===== src/hw/cesf_pkg.sv =====
// Purpose: Constants for the CAN error status and receive filter-hit block
// Assumes: 8-bit register port, 25 MHz clock
// Notes: Register offsets are local to this block
// What this block does
// - Bus-off flag set when transmit error count exceeds 255.
// - Transmit error-passive flag set when transmit count above 127.
// - Receive error-passive flag set when receive count above 127.
// - Transmit warning flag set when transmit count above 95.
// - Legacy mode buffer 1 hit code 010..101 for filters 2..5.
// - Codes 000/001 in buffer 1 only with double-buffering enabled.
// - Enhanced modes report five-bit hit code, filters 0..15.
// - Full flag set when a message is stored into a buffer.
// - Full buffer takes no new message; software clears flag after reading.
// - Interrupt code gives highest pending source: none, error, tx2..tx0, rx1, rx0.
// - Code 111 reports wake-up; software clears the wake-up flag.
// - Configuration request waits for bus idle; software polls mode status.
// - Other mode requests are honoured immediately.
// - Software requests a three-bit mode; status shows mode entered, 001 disable.
// - Configuration mode blocks traffic, clears counters, keeps interrupt flags.
package cesf_pkg;
	localparam logic [3:0] ADDR_STATUS = 4'h0;
	localparam logic [3:0] ADDR_RXB1 = 4'h1;
	localparam logic [3:0] ADDR_RXB0 = 4'h2;
	localparam logic [3:0] ADDR_CONTROL = 4'h3;
	localparam logic [3:0] ADDR_CSTAT = 4'h4;
	localparam logic [3:0] ADDR_IRQ_FLAGS = 4'h5;
	localparam logic [3:0] ADDR_IRQ_MASK = 4'h6;
	localparam logic [3:0] ADDR_CFG = 4'h7;
	localparam logic [3:0] ADDR_TEC = 4'h8;
	localparam logic [3:0] ADDR_REC = 4'h9;
	localparam logic [8:0] TX_BUS_OFF_LIMIT = 9'h0ff;
	localparam logic [8:0] PASSIVE_LIMIT = 9'h07f;
	localparam logic [8:0] WARN_LIMIT = 9'h05f;
	localparam logic [2:0] MODE_NORMAL = 3'h0;
	localparam logic [2:0] MODE_DISABLE = 3'h1;
	localparam logic [2:0] MODE_CONFIG = 3'h4;
	localparam logic [2:0] MODE_RESET = 3'h4;
	localparam logic [2:0] CODE_NONE = 3'h0;
	localparam logic [2:0] CODE_ERR = 3'h1;
	localparam logic [2:0] CODE_TX2 = 3'h2;
	localparam logic [2:0] CODE_TX1 = 3'h3;
	localparam logic [2:0] CODE_TX0 = 3'h4;
	localparam logic [2:0] CODE_RX1 = 3'h5;
	localparam logic [2:0] CODE_RX0 = 3'h6;
	localparam logic [2:0] CODE_WAKE = 3'h7;
	localparam int IRQ_ERR = 0;
	localparam int IRQ_TX2 = 1;
	localparam int IRQ_TX1 = 2;
	localparam int IRQ_TX0 = 3;
	localparam int IRQ_RX1 = 4;
	localparam int IRQ_RX0 = 5;
	localparam int IRQ_WAKE = 6;
	localparam int CFG_LEGACY = 0;
	localparam int CFG_DBEN = 1;
	localparam logic [7:0] CFG_RESET = 8'h01;
	typedef enum logic [1:0] {
		CESF_RUN = 2'b01,
		CESF_WAIT_IDLE = 2'b10
	} cesf_mode_e;
endpackage


===== src/hw/cesf_rx_buffer.sv =====
// Purpose: One receive buffer: full interlock, hit code, overflow
// Assumes: Clear strobe from software decoding
// Notes: Set wins over clear in the same cycle
module cesf_rx_buffer (
	input wire logic CLOCK,
	input wire logic RST,
	input wire logic store_req,
	input wire logic [4:0] hit_in,
	input wire logic clear_full,
	input wire logic clear_ovfl,
	output logic full,
	output logic ovfl,
	output logic [4:0] hit,
	output logic stored
);
	wire accept = store_req & ~full;
	wire lose = store_req & full;
	always_ff @(posedge CLOCK or posedge RST) begin
		if (RST) begin
			full <= 1'b0;
			ovfl <= 1'b0;
			hit <= 5'h00;
			stored <= 1'b0;
		end else begin
			full <= accept | (full & ~clear_full);
			ovfl <= lose | (ovfl & ~clear_ovfl);
			stored <= accept;
			if (accept) begin
				hit <= hit_in;
			end
		end
	end
endmodule


===== src/hw/cesf_top.sv =====
// Purpose: CAN error status, receive filter-hit and mode bookkeeping
// Assumes: Protocol engine supplies counters, accepted messages, bus idle
// Notes: Read data valid the cycle after the read strobe
//
// The register offsets and the plain strobed port were chosen for this implementation.
module cesf_top
	import cesf_pkg::*;
(
	input wire logic CLOCK,
	input wire logic RST,
	input wire logic [3:0] ADDR,
	input wire logic [7:0] WDATA,
	input wire logic WR,
	input wire logic RD,
	output logic [7:0] RDATA,
	input wire logic [8:0] TX_ERR_COUNT,
	input wire logic [8:0] RX_ERR_COUNT,
	input wire logic BUS_IDLE,
	input wire logic BUS_ACTIVITY,
	input wire logic MSG_VALID,
	input wire logic [3:0] MSG_FILTER,
	input wire logic ERR_EVENT,
	input wire logic [2:0] TX_DONE,
	output logic [2:0] CUR_MODE,
	output logic ERR_CLEAR,
	output logic LINK_ENABLE,
	output logic IRQ
);
	import cesf_pkg::*;

	// ****************************************
	// Register state
	// ****************************************
	logic [7:0] status;
	logic [2:0] req_mode;
	logic [7:0] irq_flags;
	logic [7:0] irq_mask;
	logic [7:0] cfg;
	cesf_mode_e mstate;
	logic [2:0] op_mode;

	wire wr_status = WR & (ADDR == ADDR_STATUS);
	wire wr_rxb1 = WR & (ADDR == ADDR_RXB1);
	wire wr_rxb0 = WR & (ADDR == ADDR_RXB0);
	wire wr_ctrl = WR & (ADDR == ADDR_CONTROL);
	wire wr_flags = WR & (ADDR == ADDR_IRQ_FLAGS);
	wire wr_mask = WR & (ADDR == ADDR_IRQ_MASK);
	wire wr_cfg = WR & (ADDR == ADDR_CFG) & (op_mode == MODE_CONFIG);
	wire legacy = cfg[CFG_LEGACY];
	wire dben = cfg[CFG_DBEN];
	wire in_config = (op_mode == MODE_CONFIG);
	wire online = (op_mode == MODE_NORMAL);

	// ****************************************
	// Error status flags
	// ****************************************
	wire tx_bus_off_flag = TX_ERR_COUNT > TX_BUS_OFF_LIMIT;
	wire tx_error_passive_flag = TX_ERR_COUNT > PASSIVE_LIMIT;
	wire rx_error_passive_flag = RX_ERR_COUNT > PASSIVE_LIMIT;
	wire tx_warning_flag = TX_ERR_COUNT > WARN_LIMIT;
	wire rx_warning_flag = (RX_ERR_COUNT > WARN_LIMIT) & (RX_ERR_COUNT <= PASSIVE_LIMIT);
	wire combined_warning_flag = tx_warning_flag | rx_warning_flag;

	// ****************************************
	// Receive routing and filter-hit codes
	// ****************************************
	logic b0_full, b1_full, b0_ovfl, b1_ovfl, b0_stored, b1_stored;
	logic [4:0] b0_hit, b1_hit;
	wire rx_ok = MSG_VALID & online;
	wire legacy_f01 = (MSG_FILTER[3:1] == 3'h0);
	wire legacy_ok = ~legacy | (MSG_FILTER <= 4'h5);
	wire to_b0 = rx_ok & legacy_ok & (legacy ? legacy_f01 : ~b0_full);
	wire spill = legacy & legacy_f01 & b0_full & dben;
	wire to_b1 = rx_ok & legacy_ok & ((legacy & ~legacy_f01) | spill | (~legacy & b0_full));
	wire [4:0] hit_code = {1'b0, MSG_FILTER};
	wire [4:0] b0_code = legacy ? {4'h0, MSG_FILTER[0]} : hit_code;
	wire [4:0] b1_code = legacy ? {2'h0, MSG_FILTER[2:0]} : hit_code;
	// Write of zero to bit 7 releases the buffer
	wire clr_b0 = wr_rxb0 & ~WDATA[7];
	wire clr_b1 = wr_rxb1 & ~WDATA[7];
	wire clr_ov0 = wr_status & ~WDATA[7];
	wire clr_ov1 = wr_status & ~WDATA[6];

	cesf_rx_buffer u_rxb0 (
		.CLOCK(CLOCK),
		.RST(RST),
		.store_req(to_b0),
		.hit_in(b0_code),
		.clear_full(clr_b0),
		.clear_ovfl(clr_ov0),
		.full(b0_full),
		.ovfl(b0_ovfl),
		.hit(b0_hit),
		.stored(b0_stored)
	);
	cesf_rx_buffer u_rxb1 (
		.CLOCK(CLOCK),
		.RST(RST),
		.store_req(to_b1),
		.hit_in(b1_code),
		.clear_full(clr_b1),
		.clear_ovfl(clr_ov1),
		.full(b1_full),
		.ovfl(b1_ovfl),
		.hit(b1_hit),
		.stored(b1_stored)
	);

	wire [7:0] next_status = {b0_ovfl, b1_ovfl, tx_bus_off_flag, tx_error_passive_flag,
		rx_error_passive_flag, tx_warning_flag, rx_warning_flag, combined_warning_flag};
	wire [7:0] rxb1_read = legacy ? {b1_full, 4'h0, b1_hit[2:0]} : {b1_full, 2'h0, b1_hit};
	wire [7:0] rxb0_read = {b0_full, 2'h0, b0_hit};

	// ****************************************
	// Interrupt flags and source code
	// ****************************************
	wire [7:0] irq_events = {1'b0, BUS_ACTIVITY & (op_mode == MODE_DISABLE), b0_stored, b1_stored,
		TX_DONE[0], TX_DONE[1], TX_DONE[2], ERR_EVENT & ~in_config};
	wire [7:0] next_flags = irq_events | (irq_flags & ~(wr_flags ? WDATA : 8'h00));
	wire [7:0] pending = irq_flags & irq_mask;
	wire [2:0] interrupt_source_code = pending[IRQ_ERR] ? CODE_ERR :
		pending[IRQ_TX2] ? CODE_TX2 :
		pending[IRQ_TX1] ? CODE_TX1 :
		pending[IRQ_TX0] ? CODE_TX0 :
		pending[IRQ_RX1] ? CODE_RX1 :
		pending[IRQ_RX0] ? CODE_RX0 :
		pending[IRQ_WAKE] ? CODE_WAKE : CODE_NONE;
	wire [7:0] controller_status_reg = {op_mode, 1'b0, interrupt_source_code, 1'b0};

	// ****************************************
	// Mode requests
	// ****************************************
	logic [2:0] next_op_mode;
	cesf_mode_e next_mstate;
	always_comb begin
		next_op_mode = op_mode;
		next_mstate = mstate;
		case (mstate)
			CESF_RUN: begin
				if (req_mode != op_mode) begin
					if (req_mode == MODE_CONFIG && !BUS_IDLE) begin
						next_mstate = CESF_WAIT_IDLE;
					end else begin
						next_op_mode = req_mode;
					end
				end
			end
			CESF_WAIT_IDLE: begin
				if (req_mode != MODE_CONFIG) begin
					next_mstate = CESF_RUN;
				end else if (BUS_IDLE) begin
					next_op_mode = MODE_CONFIG;
					next_mstate = CESF_RUN;
				end
			end
			default: next_mstate = CESF_RUN;
		endcase
	end

	wire [7:0] rd_mux = (ADDR == ADDR_STATUS) ? status :
		(ADDR == ADDR_RXB1) ? rxb1_read :
		(ADDR == ADDR_RXB0) ? rxb0_read :
		(ADDR == ADDR_CONTROL) ? {req_mode, 5'h00} :
		(ADDR == ADDR_CSTAT) ? controller_status_reg :
		(ADDR == ADDR_IRQ_FLAGS) ? irq_flags :
		(ADDR == ADDR_IRQ_MASK) ? irq_mask :
		(ADDR == ADDR_CFG) ? cfg :
		(ADDR == ADDR_TEC) ? TX_ERR_COUNT[7:0] :
		(ADDR == ADDR_REC) ? RX_ERR_COUNT[7:0] : 8'h00;

	// ****************************************
	// Registers
	// ****************************************
	always_ff @(posedge CLOCK or posedge RST) begin
		if (RST) begin
			status <= 8'h00;
			req_mode <= MODE_RESET;
			op_mode <= MODE_RESET;
			mstate <= CESF_RUN;
			irq_flags <= 8'h00;
			irq_mask <= 8'h00;
			cfg <= CFG_RESET;
			RDATA <= 8'h00;
			CUR_MODE <= MODE_RESET;
			ERR_CLEAR <= 1'b1;
			LINK_ENABLE <= 1'b0;
			IRQ <= 1'b0;
		end else begin
			status <= next_status;
			op_mode <= next_op_mode;
			mstate <= next_mstate;
			irq_flags <= next_flags;
			if (wr_ctrl) begin
				req_mode <= WDATA[7:5];
			end
			if (wr_mask) begin
				irq_mask <= WDATA;
			end
			if (wr_cfg) begin
				cfg <= WDATA;
			end
			RDATA <= RD ? rd_mux : 8'h00;
			CUR_MODE <= next_op_mode;
			ERR_CLEAR <= next_op_mode == MODE_CONFIG;
			LINK_ENABLE <= next_op_mode == MODE_NORMAL;
			IRQ <= |(next_flags & irq_mask);
		end
	end
endmodule


===== config.mk =====
export PLATFORM = sky130hd
export DESIGN_NAME = cesf_top
export DESIGN_NICKNAME = d
export VERILOG_FILES = /design/src/hw/cesf_pkg.sv /design/src/hw/cesf_rx_buffer.sv /design/src/hw/cesf_top.sv
export SDC_FILE = /design/constraint.sdc
export NUM_CORES = 1
export LEC_CHECK = 0
export BUFFER_PORTS_ARGS = -buffer_cell sky130_fd_sc_hd__buf_2
export CAP_MARGIN = 10
export CORE_MARGIN = 2
export CORE_UTILIZATION = 50
export CTS_CLUSTER_DIAMETER = 80
export DETAILED_ROUTE_END_ITERATION = 8
export PLACE_DENSITY_LB_ADDON = 0.2
export SKIP_CTS_REPAIR_TIMING = 1
export SYNTH_ARGS = -nofsm -noshare
export SYNTH_HDL_FRONTEND = slang
export SYNTH_HIERARCHICAL = 1
export SYNTH_SLANG_ARGS = --single-unit

===== constraint.sdc =====
create_clock -name CLOCK -period 2.8 [get_ports CLOCK]
set_input_delay 0.14 -clock CLOCK [delete_from_list [all_inputs] [get_ports CLOCK]]
set_output_delay 0.14 -clock CLOCK [all_outputs]
set_load 0.01 [all_outputs]

Word-level counts from Yosys, hierarchy flattened
Index checks and enable logic that the tools add are counted.

word-level totals
  logic and storage cells = 143
  input port bits = 45
  output and inout bits = 14
  register bits = 67

cells by class
  order comparisons = 7
  bitwise operators = 56
  reduce and logical (&&, ||, !) cells = 8
  mux-type cells = 33
  eq/ne operators = 20

operators by type and width
  kind                                                                             count
  8-bit 2-to-1 mux                                                                 12
  9-bit by 7-bit greater-than comparator with 1-bit output, second input constant  4
  3-bit 2-to-1 mux                                                                 11
  1-bit AND                                                                        32
  8-bit AND                                                                        2
  4-bit by 3-bit == test with 1-bit output, second input constant                  4
  1-bit inverter                                                                   11
  3-bit == test, second input constant                                             3
  9-bit by 8-bit greater-than comparator with 1-bit output, second input constant  1
  9-bit by 7-bit <= comparator with 1-bit output, second input constant            1
  3-bit zero test                                                                  3
  4-bit by 2-bit == test with 1-bit output, second input constant                  2
  4-bit == test, second input constant                                             2
  2-bit 2-to-1 mux                                                                 4
  4-bit 2-to-1 mux                                                                 2
  8-bit inverter                                                                   1
  1-bit bitwise OR                                                                 8
  7-bit by 8-bit bitwise OR with 8-bit output                                      1
  8-bit OR reduction                                                               1
  7-bit AND                                                                        1
  3-bit != test, second input constant                                             2
  3-bit one-hot mux with 2 select lines                                            1
  5-bit 2-to-1 mux                                                                 1
  4-bit by 1-bit == test with 1-bit output, second input constant                  1
  other kinds (12)                                                                 13

Depth between registers and ports, before layout
Gate-level depths: netlist (run 1).

  depth in word-level cells = 14
  gate-level depth with buffers = 8
  depth with buffers taken out = 7

By module
The synthesis (run 1) kept the hierarchy.

by module, submodules not included
  module          cells an instance  times used  area each (um2)
  cesf_top        319                1           3040.4
  cesf_rx_buffer  21                 2           320.3

Least setup slack after synthesis (run 1)
No wires, ideal clock.

  kind = register -> register
  start = register cfg[0]
  end = register u_rxb0.hit[0]
  clock period less this slack = 2.112 ns
  arrival time = 1.987 ns
  setup slack = 0.688 ns
  required time = 2.675 ns
  setup time = 0.125 ns
  cell stages (with the launch flop) = 8
  path buffers = 1
  cells stage by stage = dfstp_2 > inv_1 > or4_1 > o21ai_0 > and4b_1 > nor2b_2 > buf_6 > mux2_4

between the ends
  cells in the longest elaborated chain, start to end = 5
  elaborated cells between the ends (all ways) = 6

RTL lines
  item                      line                  RTL
  start: declaration        cesf_top.sv:38        logic [7:0] cfg;
  start signal: assignment  cesf_top.sv:182       cfg <= CFG_RESET;
  start signal: assignment  cesf_top.sv:200       cfg <= WDATA;
  1-bit inverter            cesf_top.sv:71        wire legacy_ok = ~legacy | (MSG_FILTER <= 4'h5);
  1-bit bitwise OR          cesf_top.sv:71
  1-bit AND                 cesf_top.sv:72        wire to_b0 = rx_ok & legacy_ok & (legacy ? legacy_f01 : ~b0_full);
  1-bit AND (*)             cesf_top.sv:72
  net to_b0                 cesf_top.sv:72
  1-bit AND (*)             cesf_rx_buffer.sv:16  wire accept = store_req & ~full;
  net u_rxb0.accept         cesf_rx_buffer.sv:16
  end signal: assignment    cesf_rx_buffer.sv:29  hit <= hit_in;
  end: declaration          cesf_rx_buffer.sv:13  output logic [4:0] hit,

Mark *: on every way through the listed nets, which the timed path passes. The rest lies on a longest branch.
A chain may end at the register's enable or synchronous reset.

Worst setup path after layout (run 1)
  start = register cfg[0]
  end = register u_rxb0.hit[2]

between the ends
  cells in the longest elaborated chain, start to end = 5
  elaborated cells between the ends (all ways) = 7

RTL lines
  item              line
  1-bit inverter    cesf_top.sv:71
  1-bit bitwise OR  cesf_top.sv:71
  1-bit AND         cesf_top.sv:72
  1-bit AND (*)     cesf_top.sv:72
  net to_b0         cesf_top.sv:72
  1-bit AND (*)     cesf_rx_buffer.sv:16

Marked as above.

==> results of run 1 <==
## sequential cells by signal (all words and copies together), names as in the netlist, 2 cells and up
signal	flops
RDATA	8
cfg	8
irq_flags	8
irq_mask	8
status	8
u_rxb0/hit	5
u_rxb1/hit	5
op_mode	3
req_mode	3
mstate	2
## power groups by stage
| stage | clock, mW | sequential, mW | combinational [mW] |
|---|---|---|---|
| after floorplan | 0 | 1.41 | 0.702 |
| after global placement | 0 | 1.49 | 0.876 |
| after detailed placement | 0 | 1.50 | 0.895 |
| after CTS | 0.837 | 1.48 | 0.898 |
| after global routing | 0.889 | 1.52 | 1.01 |
| final | 0.818 | 1.49 | 0.902 |
## area by class of cell
class | instances | area [sq um] | area share
multi-input combinational | 254 | 1800 | 0.426
sequential | 67 | 1680 | 0.399
timing repair buffer | 64 | 345 | 0.0818
clock buffer | 10 | 138 | 0.0326
tap | 99 | 124 | 0.0293
inverter | 19 | 71.3 | 0.0169
clock inverter | 6 | 63.8 | 0.0151
## logic make-up after synthesis
kind of cell	Yosys count	synth area share
fa+ha+maj	2	0.00680
xor+xnor	4	0.00952
buf+inv	41	0.0554
compound gates	100	0.177
other cells	1	0.00102
mux	34	0.116
simple gates	112	0.177
flops	67	0.457
## layer usage
layer | wire length, microns | global-route usage | share of wire | vias to the layer above
met4 | 258 | 0.0987 | 0.027 | 0
met3 | 616 | 0.0595 | 0.065 | 23
met5 | 0 | 0 | 0 | -
met2 | 4360 | 0.359 | 0.46 | 114
met1 | 4250 | 0.344 | 0.45 | 1465
li1 | - | - | - | 1414
## layout by cell type, fill, tap and decap left out, types with 3 or more instances in the layout
cell            n
dfstp_2         5
mux2_2         19
clkbuf_8       10
o221ai_1        3
nand3_1        11
o211ai_1        3
dlygate4sd3_1   4
nand2b_1        3
a221oi_1        6
dfrtp_1        62
nor3b_1         3
inv_1          18
a21o_1          5
a22oi_1         6
o21ai_1         3
nor3_1          5
buf_2          58
nand2_1        28
a21oi_1        22
mux2_4         10
mux2i_1         3
a22o_1          4
o21ai_0        24
o22ai_1         3
xnor2_1         3
nor2b_1         9
nor2_1         22
a31oi_1         5
## critical path, cell delays in order (launching register included)
cell	delay, ns
dfstp_2	0.59
inv_1	0.11
or4_1	0.52
o21ai_0	0.09
and4b_1	0.25
nor2b_2	0.42
mux2_4	0.34
## path summary, 6_finish.rpt
| check | start | endpoint | slack (ns) |
|---|---|---|---|
| max in group asynchronous | RST | irq_mask[7] | 1.53 |
| worst max register to register | cfg[0] | u_rxb0/hit[2] | 0.37 |
| worst min register to register | u_rxb1/ovfl | status[6] | 0.38 |
| worst max-delay path | cfg[0] | u_rxb0/hit[2] | 0.37 |
| min in group asynchronous | RST | u_rxb1/hit[0] | 0.29 |
| worst min-delay path | TX_DONE[0] | irq_flags[3] | -0.008 |
## through the flow
stage	utilization	instance area, sq um
final	0.588	4220
after global routing	0.588	4220
after CTS	0.583	4180
after detailed placement	0.555	3980
after global placement	0.555	3980
after floorplan	-	3680
==> results.json, run 1 <==
{
  "worst_pin_slew_ns": 1.07,
  "netlist.top_cell.by_area": "dfrtp_1",
  "fmax_mhz": 412,
  "ys_types": 68,
  "die_x_microns": 89.8,
  "power.share.clock": 0.255,
  "end_kind": "flip-flop",
  "slew_headroom": 0.289,
  "viasPerCell": 5.81,
  "min_delay_path_depth": 2,
  "portBuffers": 58,
  "cts_sinks": 67,
  "syn-instance-count": 361,
  "critPathArrivalTime_ns": 2.67,
  "initial_core_util": 0.513,
  "grt_pass1_vias": 2856,
  "diodes": 0,
  "finClkSkew_ns": 0.0105,
  "vias": 3016,
  "overflow": 0,
  "design.die.area_sq_um": 8060,
  "ios": 59,
  "drt-initial-drc-count": 261,
  "yosysMostFrequentCell": "dfrtp_1",
  "coreArea_sq_um": 7180,
  "violations": "negative hold slack",
  "drc": 0,
  "worstPathRequired_ns": 3.04,
  "timing.critical_path.fanout_max": 7,
  "synth_area_sq_um": 3680,
  "p_leak_nw": 1.89,
  "p_seq_frac": 0.463,
  "wl_per_cell_microns": 18.3,
  "worst_hold_slack_ns": -0.00837,
  "cts-htree-levels": 3,
  "yosysSeqAreaShare": 0.457,
  "critPathLaunchType": "flip-flop",
  "place_congestion": 0.888,
  "synth-edff-count": 0,
  "final_cells": 519,
  "fin_crit_sh": 0.867,
  "drive_above_1_share": 0.295,
  "yosys_warnings": 6,
  "fin_nets": 462,
  "status": "complete, but fails checks",
  "maxSlewViolCount": 0,
  "drv_cap": 0,
  "swShare": 0.342,
  "rsz0062_at_grt": "false",
  "dr.pass1.iters": 5,
  "synthTopCellsByCount": "dfrtp_1, nand2_1, o21ai_0",
  "clock_path_buffers": 2,
  "root_buffer": "clkbuf_8",
  "grt_max_degree": 52,
  "pwr-share-comb": 0.281,
  "antenna_found_initial": 0,
  "hold_viol_final": 2,
  "area_growth_pct": 14.7,
  "avgSynthCellArea_sq_um": 10.2,
  "post-place-cells": 499,
  "setup_violations": 0,
  "fillers": 641,
  "cts_tree": "done",
  "cts.reportedPaths.clkPinSlew_ns": 0.07,
  "dpl.hpwl_mm": 6.97,
  "drtAntennaViolNets": 0,
  "async_reset_ff_frac": 1.00,
  "synth_seq_cells": 67,
  "worst_r2r_path_depth": 6,
  "finalSetupTns_ns": 0,
  "switching_power_mw": 1.10,
  "synth_top_area_frac": 0.421,
  "ys_top_cells_by_area": "dfrtp_1, mux2_2, mux2_4",
  "insertion_delay_ns": 0.36,
  "wl_mm": 9.48,
  "grt_pass1_wl_mm": 15.2,
  "power_mw": 3.21,
  "synth_ff_type": "dfrtp_1",
  "vdd_drop_max_uv": 490,
  "internal-power_mw": 2.11,
  "setup_ws_ns": 0.371,
  "rows": 31,
  "crit_type": "reg -> reg",
  "hold_class": "in -> reg",
  "powerDensity_nw_per_um2": 759,
  "tritoncts.num_buffers": 9,
  "die_h_microns": 89.8,
  "min_period_ns": 2.43,
  "track_usage": 0.242,
  "detailedPlace.worstSlack_ns": 0.407
}
Power figures use the tool's default switching activity.
==> run 2, diff against run 1 <==
==> constraint.sdc (replaced) <==
create_clock -name CLOCK -period 2.8 [get_ports CLOCK]
set_input_delay 0.42 -clock CLOCK [delete_from_list [all_inputs] [get_ports CLOCK]]
set_output_delay 0.42 -clock CLOCK [all_outputs]
set_load 0.01 [all_outputs]
==> run 2 against run 1 <==
  * The flow now finishes without violations
  * Final cell count is 0.39% lower
  * Core utilization fell by 0.052 points
  * Count of clock-buffer cells in the layout fell by 1
  * Die area did not move
  * Largest power group unchanged
  * Sequential share of layout area about the same
  * Non-clock buffer count shrank 2
  * Clock power grew 11%
  * Power increased by 2.8%
  * Clock skew up 0.0014 ns
  * Critical path depth unchanged
  * Combinational power is essentially flat
  * Critical path type unchanged
  * Setup slack improved by 0.012 ns
  * Critical endpoint is now u_rxb0/hit[4]
==> results.json, run 2 (synthesis results as in run 1) <==
{
  "tritoncts.num_buffers": 9,
  "use_met2": 0.376,
  "rsz0062_at_grt": "false",
  "worst_pin_slew_ns": 0.623,
  "area_growth_pct": 14.6,
  "use_met3": 0.0520,
  "design.die.area_sq_um": 8060,
  "setup_ws_ns": 0.383,
  "vias": 3044,
  "finalSetupTns_ns": 0,
  "final_util": 0.588,
  "die_x_microns": 89.8,
  "coreArea_sq_um": 7180,
  "critPathArrivalTime_ns": 2.65,
  "fin_nets": 460,
  "worstPathRequired_ns": 3.04,
  "final_cell_mix": "dfrtp_1, buf_2, nand2_1",
  "overflow": 0,
  "ios": 59,
  "worst_hold_slack_ns": 0.0160,
  "grt_pass1_vias": 2855,
  "busiest_layer": "met2",
  "track_usage": 0.239,
  "min_period_ns": 2.42,
  "powerDensity_nw_per_um2": 781,
  "hold_class": "in -> async",
  "fmax_mhz": 414,
  "grt_max_degree": 31,
  "cts-htree-levels": 3,
  "die_h_microns": 89.8,
  "drv_cap": 0,
  "r2r_end": "u_rxb0/hit[4]",
  "wl_mm": 9.38,
  "viasPerCell": 5.89,
  "initial_core_util": 0.513,
  "crit_end": "u_rxb0/hit[4]",
  "slowest_delay_ns": 0.59,
  "critPathTopFamily": "simple AND/OR/NAND/NOR gates",
  "crit_start": "cfg[0]",
  "cp_num_buf_inv": 1,
  "placed_area_sq_um": 4000,
  "worst_r2r_path_depth": 6,
  "setup_violations": 0,
  "drc": 0,
  "maxSlewViolCount": 0,
  "antenna_found_initial": 0,
  "dpl.hpwl_mm": 7.02,
  "portBuffers": 58,
  "root_buffer": "clkbuf_8",
  "r2r_slack_ns": 0.38,
  "grt_pass1_wl_mm": 15.0,
  "fin_crit_sh": 0.863,
  "finClkSkew_ns": 0.0119,
  "slowest_stage": "dfstp_2",
  "end_kind": "flip-flop",
  "met1_usage": 0.334,
  "slew_headroom": 0.584,
  "cts_sinks": 67,
  "status": "complete, no violations",
  "crit_type": "reg -> reg",
  "drtAntennaViolNets": 0,
  "hold_viol_final": 0,
  "place_congestion": 0.911,
  "drt-initial-drc-count": 333,
  "wl_per_cell_microns": 18.1,
  "diodes": 0,
  "detailedPlace.worstSlack_ns": 0.447,
  "vdd_drop_max_uv": 538,
  "post-place-cells": 501,
  "p_leak_nw": 1.90,
  "fin_area_sq_um": 4220,
  "dr.pass1.iters": 5,
  "path_cells": "inv_1 > or4_1 > o21ai_0 > and4b_1 > nor2b_2 > mux2_4",
  "drive_above_1_share": 0.301,
  "final_cells": 517,
  "rows": 31,
  "r2r_start": "cfg[0]",
  "cts_tree": "done",
  "critPathLaunchType": "flip-flop",
  "timing.critical_path.fanout_max": 7,
  "final_common_cell": "dfrtp_1",
  "cts.reportedPaths.clkPinSlew_ns": 0.08,
  "power_mw": 3.30,
  "cp.depth": 6,
  "insertion_delay_ns": 0.36,
  "clock_path_buffers": 2
}
-- run 2: changes by cell type in the layout (fill, tap and decap cells not counted) --
| cell | previous run | this run |
|---|---|---|
| clkinvlp_4 | 2 | 1 |
| clkinv_2 | 2 | 1 |
| clkbuf_8 | 10 | 9 |
| bufinv_16 | 1 | 2 |
| clkinv_4 | 0 | 1 |
| dlygate4sd3_1 | 4 | 0 |
| inv_6 | 1 | 2 |
| buf_4 | 2 | 4 |
-- run 2: worst min-delay path by stage --
stage                startpoint       endpoint  slack, ns  cells past startpoint
floorplan                   RST    u_rxb0/full       0.24                      1
global placement    u_rxb0/ovfl      status[7]       0.37                      0
detailed placement  u_rxb0/ovfl      status[7]       0.37                      0
CTS                         RST  u_rxb1/hit[0]       0.02                      2
global route                RST  u_rxb1/hit[2]       0.03                      2
finish                      RST  u_rxb1/hit[3]       0.02                      2
-- run 2: metal layers --
metal  vias to the layer above  share of wire
met5                         -              0
met4                         0          0.019
met3                        18          0.064
met2                       131           0.47
met1                      1483           0.44
li1                       1412              -
-- run 2: worst register-to-register path: stages, from the launching register on --
cell and delay (ns):
dfstp_2 0.59, inv_1 0.11, or4_1 0.52, o21ai_0 0.09
and4b_1 0.26, nor2b_2 0.39, mux2_4 0.34
-- run 2: power by group --
group | internal, mW | switching, mW | leakage, nW
combinational | 0.444 | 0.455 | 0.983
clock | 0.507 | 0.398 | 0.110
sequential | 1.23 | 0.262 | 0.805
total | 2.18 | 1.12 | 1.90
-- run 2: layout make-up --
cell class / instances / area [sq um]
tap: 99 / 124
multi-input combinational: 254 / 1800
inverter: 19 / 71.3
fill: 627 / 2960
clock inverter: 7 / 98.8
clock buffer: 9 / 124
timing repair buffer: 62 / 320
sequential: 67 / 1680
